$ cat src/tdsensor_defs.svh
// Timing and multiplier constants for the temperature-to-delay line sensor.
// Assumes a 50 MHz core clock.
`ifndef TDSENSOR_DEFS_SVH
`define TDSENSOR_DEFS_SVH

`define CLK_PERIOD_PS 20000
// Glitch filter width: 500 ns, rounded up
`define GLITCH_NS 500
`define GLITCH_CYC ((`GLITCH_NS * 1000 + `CLK_PERIOD_PS - 1) / `CLK_PERIOD_PS)
// Reset width: 16 ms longest; scaled per microsecond to stay inside 32-bit math
`define RESET_US 16000
`define RESET_CYC (`RESET_US * `US_CYC)
// Self-return to ready: 520 ms longest
`define READY_US 520000
`define READY_CYC (`READY_US * `US_CYC)
// One microsecond in clock cycles
`define US_CYC (1000000 / `CLK_PERIOD_PS)
// Low pulse width factor, us per kelvin
`define LOW_MULT 5
// Multipliers, us per kelvin
`define MULT_L0 5
`define MULT_L1 20
`define MULT_L2 40
`define MULT_L3 80
`define MULT_H0 160
`define MULT_H1 320
`define MULT_H2 480
`define MULT_H3 640

`endif

$ cat src/tdsensor_pkg.sv
// Types for the temperature-to-delay line sensor.
// Used with tdsensor_defs.svh.
package tdsensor_pkg;
    typedef enum logic [3:0] {
        ST_READY = 4'h1,
        ST_DELAY = 4'h2,
        ST_PULSE = 4'h4,
        ST_WAIT = 4'h8
    } seq_state_t;
endpackage

$ cat src/line_sample_if.sv
// Filtered line level and falling edge passed from the line filter.
// Driven by line_filter, read by the sequencer.
`timescale 1ns/10ps
interface line_sample_if;
    logic level;
    logic fall;
    modport src (output level, output fall);
    modport dst (input level, input fall);
endinterface

$ cat src/line_filter.sv
// Synchroniser and glitch filter for the shared line input.
// Line is asynchronous to clock_i.
`timescale 1ns/10ps
`include "tdsensor_defs.svh"
module line_filter (
    // Clock and reset
    input wire logic clock_i,
    input wire logic rst_b_i,
    // Raw line
    input wire logic line_i,
    // Filtered result
    line_sample_if.src smp
);
    localparam int GW = `GLITCH_CYC;
    logic sync1_ff;
    logic sync2_ff;
    logic [5:0] cnt_ff;
    logic lvl_ff;
    logic fall_ff;
    wire differ = (sync2_ff != lvl_ff);
    wire settle = differ && (cnt_ff == 6'(GW - 1));

    always_ff @(posedge clock_i or negedge rst_b_i)
    begin
        if (!rst_b_i)
        begin
            sync1_ff <= 1'b1;
            sync2_ff <= 1'b1;
        end
        else
        begin
            sync1_ff <= line_i;
            sync2_ff <= sync1_ff;
        end
    end

    // Level must persist a full filter width before it is accepted
    always_ff @(posedge clock_i or negedge rst_b_i)
    begin
        if (!rst_b_i)
        begin
            cnt_ff <= 6'h00;
            lvl_ff <= 1'b1;
            fall_ff <= 1'b0;
        end
        else
        begin
            cnt_ff <= (differ && !settle) ? cnt_ff + 6'h01 : 6'h00;
            lvl_ff <= settle ? sync2_ff : lvl_ff;
            fall_ff <= settle && !sync2_ff;
        end
    end

    assign smp.level = lvl_ff;
    assign smp.fall = fall_ff;

    chk_glitch_reject: assert property (@(posedge clock_i) disable iff (!rst_b_i)
        $fell(lvl_ff) |-> $past(sync2_ff, GW) == 1'b0)
        else $error("line accepted low before filter width");
endmodule

$ cat src/temp_delay_single_wire_sensor.sv
// Temperature-to-delay sensor sequencer on one open-drain line.
// Kelvin temperature arrives as a word from the analog side.
`timescale 1ns/10ps
`include "tdsensor_defs.svh"

// What this block does
// - After reset the sensor waits in ready for a trigger.
// - Line is only pulled low; released otherwise, pull-up keeps it high.
// - Host pulls low then releases; sensor owns the next low pulse.
// - Timing starts at the trigger's falling edge.
// - Sensor pulls low after multiplier times kelvin microseconds.
// - Sensor holds the line low five microseconds per kelvin.
// - Line held low past reset width returns sensor to ready.
// - Sensor returns to ready by itself within 520 ms of trigger.
// - Low range straps select 5, 20, 40, 80.
// - High range straps select 160, 320, 480, 640.
// - Low glitches shorter than 500 ns are ignored.
module temp_delay_single_wire_sensor #(
    parameter int RESET_CYCLES = `RESET_CYC,
    parameter int READY_CYCLES = `READY_CYC
) (
    // Clock and reset
    input wire logic clock_i,
    input wire logic rst_b_i,
    // Shared line
    input wire logic line_i,
    output logic line_o,
    output logic line_oe_o,
    // Straps and variant
    input wire logic mult_select_hi_i,
    input wire logic mult_select_lo_i,
    input wire logic high_range_i,
    // Kelvin temperature word
    input wire logic [9:0] kelvin_i,
    // Status
    output logic busy_o
);
    //--------------------------------------------------------------
    // Input sampling
    //--------------------------------------------------------------
    line_sample_if smp ();
    line_filter u_filter (
        .clock_i(clock_i),
        .rst_b_i(rst_b_i),
        .line_i(line_i),
        .smp(smp)
    );

    logic [2:0] sel_s1_ff;
    logic [2:0] sel_s2_ff;
    logic [9:0] kel_s1_ff;
    logic [9:0] kel_s2_ff;
    always_ff @(posedge clock_i or negedge rst_b_i)
    begin
        if (!rst_b_i)
        begin
            sel_s1_ff <= 3'h0;
            sel_s2_ff <= 3'h0;
            kel_s1_ff <= 10'h000;
            kel_s2_ff <= 10'h000;
        end
        else
        begin
            sel_s1_ff <= {high_range_i, mult_select_hi_i, mult_select_lo_i};
            sel_s2_ff <= sel_s1_ff;
            kel_s1_ff <= kelvin_i;
            kel_s2_ff <= kel_s1_ff;
        end
    end

    //--------------------------------------------------------------
    // Multiplier select
    //--------------------------------------------------------------
    logic [9:0] mult_w;
    always_comb
    begin
        case (sel_s2_ff)
            3'h0: mult_w = 10'(`MULT_L0);
            3'h1: mult_w = 10'(`MULT_L1);
            3'h2: mult_w = 10'(`MULT_L2);
            3'h3: mult_w = 10'(`MULT_L3);
            3'h4: mult_w = 10'(`MULT_H0);
            3'h5: mult_w = 10'(`MULT_H1);
            3'h6: mult_w = 10'(`MULT_H2);
            default: mult_w = 10'(`MULT_H3);
        endcase
    end

    //--------------------------------------------------------------
    // Sequencer
    //--------------------------------------------------------------
    localparam int USC = `US_CYC;
    tdsensor_pkg::seq_state_t state_ff;
    tdsensor_pkg::seq_state_t nxt_state;
    logic [5:0] us_ff;
    logic [19:0] usec_ff;
    logic [19:0] target_ff;
    logic [19:0] low_len_ff;
    logic [31:0] ready_cnt_ff;
    logic [31:0] low_cnt_ff;
    logic drive_ff;
    logic busy_ff;

    wire us_tick = (us_ff == 6'(USC - 1));
    wire long_low = (low_cnt_ff >= 32'(RESET_CYCLES));
    wire self_rst = (ready_cnt_ff >= 32'(READY_CYCLES - 1));
    wire host_low = !smp.level && !drive_ff;
    wire in_ready = (state_ff == tdsensor_pkg::ST_READY);
    wire delay_done = (state_ff == tdsensor_pkg::ST_DELAY) && us_tick
        && (usec_ff + 20'h00001 >= target_ff);
    wire pulse_done = (state_ff == tdsensor_pkg::ST_PULSE) && us_tick
        && (usec_ff + 20'h00001 >= low_len_ff);
    wire [19:0] delay_calc = 20'(kel_s2_ff * mult_w);
    wire [19:0] low_calc = 20'(kel_s2_ff * 10'(`LOW_MULT));

    always_comb
    begin
        nxt_state = state_ff;
        case (state_ff)
            tdsensor_pkg::ST_READY:
                if (smp.fall)
                    nxt_state = tdsensor_pkg::ST_DELAY;
            tdsensor_pkg::ST_DELAY:
                if (delay_done)
                    nxt_state = tdsensor_pkg::ST_PULSE;
            tdsensor_pkg::ST_PULSE:
                if (pulse_done)
                    nxt_state = tdsensor_pkg::ST_WAIT;
            tdsensor_pkg::ST_WAIT:
                nxt_state = tdsensor_pkg::ST_WAIT;
            default:
                nxt_state = tdsensor_pkg::ST_READY;
        endcase
        if (!in_ready && (long_low || self_rst))
            nxt_state = tdsensor_pkg::ST_READY;
    end

    always_ff @(posedge clock_i or negedge rst_b_i)
    begin
        if (!rst_b_i)
            state_ff <= tdsensor_pkg::ST_READY;
        else
            state_ff <= nxt_state;
    end

    // Microsecond prescaler and elapsed-microsecond count, restarted at trigger and again at pulse start
    always_ff @(posedge clock_i or negedge rst_b_i)
    begin
        if (!rst_b_i)
        begin
            us_ff <= 6'h00;
            usec_ff <= 20'h00000;
        end
        else if (in_ready || delay_done)
        begin
            us_ff <= 6'h00;
            usec_ff <= 20'h00000;
        end
        else
        begin
            us_ff <= us_tick ? 6'h00 : us_ff + 6'h01;
            usec_ff <= us_tick ? usec_ff + 20'h00001 : usec_ff;
        end
    end

    // Targets latched at the trigger edge
    always_ff @(posedge clock_i or negedge rst_b_i)
    begin
        if (!rst_b_i)
        begin
            target_ff <= 20'h00000;
            low_len_ff <= 20'h00000;
        end
        else if (in_ready && smp.fall)
        begin
            target_ff <= delay_calc;
            low_len_ff <= low_calc;
        end
    end

    // Self-return timer and host long-low timer
    always_ff @(posedge clock_i or negedge rst_b_i)
    begin
        if (!rst_b_i)
        begin
            ready_cnt_ff <= 32'h00000000;
            low_cnt_ff <= 32'h00000000;
        end
        else
        begin
            ready_cnt_ff <= in_ready ? 32'h00000000 : ready_cnt_ff + 32'h00000001;
            low_cnt_ff <= (host_low && !long_low) ? low_cnt_ff + 32'h00000001
                : (host_low ? low_cnt_ff : 32'h00000000);
        end
    end

    // Open-drain drive: only ever pulls low
    always_ff @(posedge clock_i or negedge rst_b_i)
    begin
        if (!rst_b_i)
        begin
            drive_ff <= 1'b0;
            busy_ff <= 1'b0;
        end
        else
        begin
            drive_ff <= (nxt_state == tdsensor_pkg::ST_PULSE);
            busy_ff <= (nxt_state != tdsensor_pkg::ST_READY);
        end
    end

    assign line_oe_o = drive_ff;
    assign line_o = 1'b0;
    assign busy_o = busy_ff;

    //--------------------------------------------------------------
    // Checks
    //--------------------------------------------------------------
    chk_trigger_starts: assert property (@(posedge clock_i) disable iff (!rst_b_i)
        (in_ready && smp.fall) |=> (state_ff == tdsensor_pkg::ST_DELAY) && busy_o)
        else $error("trigger edge did not start timing");
    chk_drive_in_pulse: assert property (@(posedge clock_i) disable iff (!rst_b_i)
        line_oe_o == (state_ff == tdsensor_pkg::ST_PULSE))
        else $error("drive does not match pulse state");
    chk_pulse_start: assert property (@(posedge clock_i) disable iff (!rst_b_i)
        $rose(line_oe_o) |-> $past(usec_ff) + 20'h00001 >= target_ff)
        else $error("response pulse started early");
    chk_long_low_abort: assert property (@(posedge clock_i) disable iff (!rst_b_i)
        (!in_ready && long_low) |=> in_ready)
        else $error("long low did not return to ready");
    chk_self_return: assert property (@(posedge clock_i) disable iff (!rst_b_i)
        ready_cnt_ff <= 32'(READY_CYCLES))
        else $error("self return overdue");
    chk_low_only: assert property (@(posedge clock_i) disable iff (!rst_b_i)
        line_o == 1'b0)
        else $error("line driven high");
endmodule

$ cat config.mk
export PLATFORM = sky130hd
export DESIGN_NAME = temp_delay_single_wire_sensor
export DESIGN_NICKNAME = d
export VERILOG_FILES = /design/src/tdsensor_pkg.sv /design/src/line_sample_if.sv /design/src/line_filter.sv /design/src/temp_delay_single_wire_sensor.sv
export VERILOG_INCLUDE_DIRS = /design/src
export SDC_FILE = /design/constraint.sdc
export NUM_CORES = 1
export LEC_CHECK = 0
export BUFFER_PORTS_ARGS = -buffer_cell sky130_fd_sc_hd__buf_2
export CORE_MARGIN = 4
export CORE_UTILIZATION = 49
export DETAILED_ROUTE_END_ITERATION = 16
export HOLD_SLACK_MARGIN = 0.03
export PLACE_DENSITY = 0.78
export SLEW_MARGIN = 20
export SYNTH_ARGS = -nofsm -noshare
export SYNTH_HDL_FRONTEND = slang
export SYNTH_SLANG_ARGS = --single-unit
export TNS_END_PERCENT = 20
$ cat constraint.sdc
create_clock -name clock_i -period 5.8 [get_ports clock_i]
set_clock_uncertainty 0.1 [all_clocks]
set_input_delay 1.16 -clock clock_i [delete_from_list [all_inputs] [get_ports clock_i]]
set_output_delay 1.16 -clock clock_i [all_outputs]
set_load 0.02 [all_outputs]
==> results.toml <==
[run_status]
status = "finished, final reports clean"

[drt]
ant_nets = 0
via_count = 8138
wl_per_cell_um = 15.3
viasPerCell = 5.48
wirelength_um = 22700
drcViolationCount = 0
drt_iter0_markers = 450
drtPass1Iterations = 6

[finish]
finalNetCount = 1373
register_area_sq_um = 4130
antenna_cells = 0
syn_to_final_growth_pct = 11.5
fin_cells = 1485
multi_input_area_sq_um = 6750
fillers = 1877
drive_gt1_share_pct = 10.1

[sta]
setup_violations = 0
slew_headroom_pct = 34.9
tightest_slew_ns = 0.972
finalCritPeriodShare_pct = 97.2
timing.fmax_ghz = 0.177
fin_ws_ns = 0.160
finalCriticalPeriod_ns = 5.64
drv_slew = 0
finalHoldViolCount = 0

[synthesis]
synth_top_area_share_pct = 35.7
ys.flop_type = "dfrtp_1"
avgSynthCellArea_sq_um = 9.78
synthTopCellsByArea = "dfrtp_1, ha_1, fa_1, and2_1, xor2_1"
netlist_top_cells_count = "dfrtp_1, ha_1, nor2_1, inv_1, nand2_1"
synthArstFlopShare_pct = 100
synth_seq_cells = 165
synth_area_sq_um = 11300
synth_seq_area_share_pct = 36.7
synth_top_cell_by_area = "dfrtp_1"
yosys.cell_count.top_type = "dfrtp_1"
synth_edf_count = 0
syn_inst = 1153
yosys_warnings = 0
syn_nets = 1339
ys_types = 58

[die]
die_x_um = 160
design.die.area_sq_um = 25500
io_pins = 19
dieHeight_um = 160
coreArea_sq_um = 22600
initial_utilization_pct = 49.8
num_rows = 55

[clock_tree]
cts_tree = "done"
path_clk_slew_ns = 0.07
cts_made_buffers = 17
clock_sinks = 165
insertion_delay_ns = 0.44
clock_path_buffers = 2
htreeDepth = 4
root_buffer = "clkbuf_16"

[power_and_ir_drop]
internal_power_mw = 2.12
p_clk_share_pct = 41.5
pwr-share-seq_pct = 39.7
p_leak_nw = 6.10
switchingPower_mw = 0.845
power_per_cell_area_nw_per_um2 = 236
max-vdd-ir-drop_v = 0.000186
combPwrFrac_pct = 18.8
switching_share_pct = 28.5

[global_routing]
grtUsageMet3_pct = 3.30
antenna_found_initial = 0
track_usage_pct = 18.7
grt_max_degree = 100
grt_pass1_wl_um = 39900
busiest_layer = "met2"
met2_usage_pct = 31.3
grt-ovfl-total = 0
globalRouteMet1Util_pct = 24.7
grt_pass1_vias = 8553

[hold_path]
min_path_type = "reg -> reg"

[critical_path]
cp_max_fo = 3
crit_path_frequent_cell = "fa_1"
critPathRequiredTime_ns = 5.97
arrival_ns = 5.81
max_stage_delay_ns = 0.54
worst_setup_path_end_kind = "flop"
critPathKind = "reg -> reg"
crit_slowest_cell = "fa_1"
crit_buf_inv = 5
crit_chain = "nand2b_4, a21boi_2, o21bai_4, buf_4, and2_4, fa_2, inv_2, fa_1, inv_1, fa_1, fa_1, inv_1, fa_1, inv_1, ha_4, a2111o_1, o211ai_1, a31oi_2, a311oi_1, xor2_1, o21ai_0"
cpLargestDelayFamily = "adder cells"
start_kind = "flop"

[place]
portBuffers = 17
dp_hpwl_um = 16400
routabilityCongestion = 0.858
placedCellCount = 1449
detailedPlace.worstSlack_ns = 0.0135

[flow_run]
drv_cap = 0
[placed cells by master, fill, tap and decap left out, drive strengths merged, types with 5 or more instances in the layout]
master and count:
a211oi 6, a21o 12, a21oi 33, a22oi 12
a31oi 14, and2 86, and3 30, buf 48
clkbuf 18, dfrtp 161, fa 54, ha 116
inv 101, mux2 9, nand2 89, nand2b 6
nand3 35, nand4 22, nor2 113, nor2b 5
nor3 9, nor4 15, o21a 5, o21ai 38
or2 6, or3 7, xnor2 31, xor2 60
[timing repair]
item / 4_1_cts / 5_1_grt
setup endpoints to repair: 1 / 2
pin swaps: 0 / 8
hold buffers: 0 / 0
resized for setup: 1 / 18
hold endpoints to repair: 0 / 0
buffers inserted: 0 / 4
[metal layers]
metal / wire length (um) / up-vias / share of wire [%]
met5: 0 / - / 0
met2: 11100 / 135 / 49
li1: - / 3983 / -
met3: 627 / 41 / 2.8
met1: 10400 / 3979 / 46
met4: 501 / 0 / 2.2
[worst register-to-register path, stage by stage (launching register included)]
cell and delay [ns]:
dfrtp_1 0.43, nand2b_4 0.17, a21boi_2 0.18, o21bai_4 0.15
buf_4 0.13, and2_4 0.14, fa_2 0.20, inv_2 0.05
fa_1 0.54, inv_1 0.06, fa_1 0.50, fa_1 0.54
inv_1 0.05, fa_1 0.52, inv_1 0.06, ha_4 0.24
a2111o_1 0.38, o211ai_1 0.26, a31oi_2 0.15, a311oi_1 0.39
xor2_1 0.16, o21ai_0 0.08
[cell families (layout without fill, tap and decap cells)]
group,Yosys count,in the layout,synth area share (%)
compound gates,150,150,8.57
fa+ha+maj,170,170,22.5
other cells,1,1,0.0333
buf+inv,127,174,4.27
flops,165,165,36.7
simple gates,439,439,19.9
mux,10,10,0.988
xor+xnor,91,91,7.07
[flip-flops by register name, indices dropped and copies added, names as in the netlist]
name,flops
sel_s1_ff,3
us_ff,6
u_filter.smp.fall,1
u_filter.sync2_ff,1
u_filter.smp.level,1
low_cnt_ff,32
u_filter.sync1_ff,1
u_filter.cnt_ff,6
kel_s1_ff,10
sel_s2_ff,3
ready_cnt_ff,32
usec_ff,20
state_ff,4
busy_o,1
target_ff,20
line_oe_o,1
low_len_ff,13
kel_s2_ff,10
[through the flow]
step / cell area (sq um) / hold WS (ns) / utilization [%] / setup TNS [ns] / power (mW)
after floorplan: 11300 / 0.231 / - / 0 / 1.58
after global placement: 11800 / 0.233 / 52.1 / 0 / 1.71
after detailed placement: 11800 / 0.237 / 52.1 / 0 / 1.73
after CTS: 12500 / 0.252 / 55.0 / 0 / 2.96
after global routing: 12600 / 0.257 / 55.5 / -0.131 / 3.13
final: 12600 / 0.250 / 55.5 / 0 / 2.96
[power groups by stage]
stage	logic, mW	registers (mW)	clock network (mW)
final	0.558	1.18	1.23
after detailed placement	0.528	1.20	0
after CTS	0.536	1.18	1.25
after floorplan	0.387	1.19	0
after global routing	0.650	1.18	1.30
after global placement	0.514	1.20	0
[worst paths after layout]
kind	start	to	slack [ns]	cells after the start
min in group asynchronous	rst_b_i	low_cnt_ff[21]$_DFFE_PN0P_	0.72	1
setup reg to reg	sel_s2_ff[0]$_DFF_PN0_	target_ff[18]$_DFFE_PN0P_	0.16	21
hold / removal	kel_s1_ff[6]$_DFF_PN0_	kel_s2_ff[6]$_DFF_PN0_	0.25	0
hold reg to reg	kel_s1_ff[6]$_DFF_PN0_	kel_s2_ff[6]$_DFF_PN0_	0.25	0
max in group asynchronous	rst_b_i	low_len_ff[1]$_DFFE_PN0P_	3.81	2
setup / recovery	sel_s2_ff[0]$_DFF_PN0_	target_ff[18]$_DFFE_PN0P_	0.16	21
[area by class of cell]
cell class | instances | area share (%)
Inverter | 94 | 2.81
Clock inverter | 14 | 1.66
Timing Repair Buffer | 48 | 2.64
Sequential cell | 165 | 32.9
Multi-Input combinational cell | 861 | 53.7
Clock buffer | 18 | 3.49
Tap cell | 285 | 2.84
(Power assumes the default switching activity.)
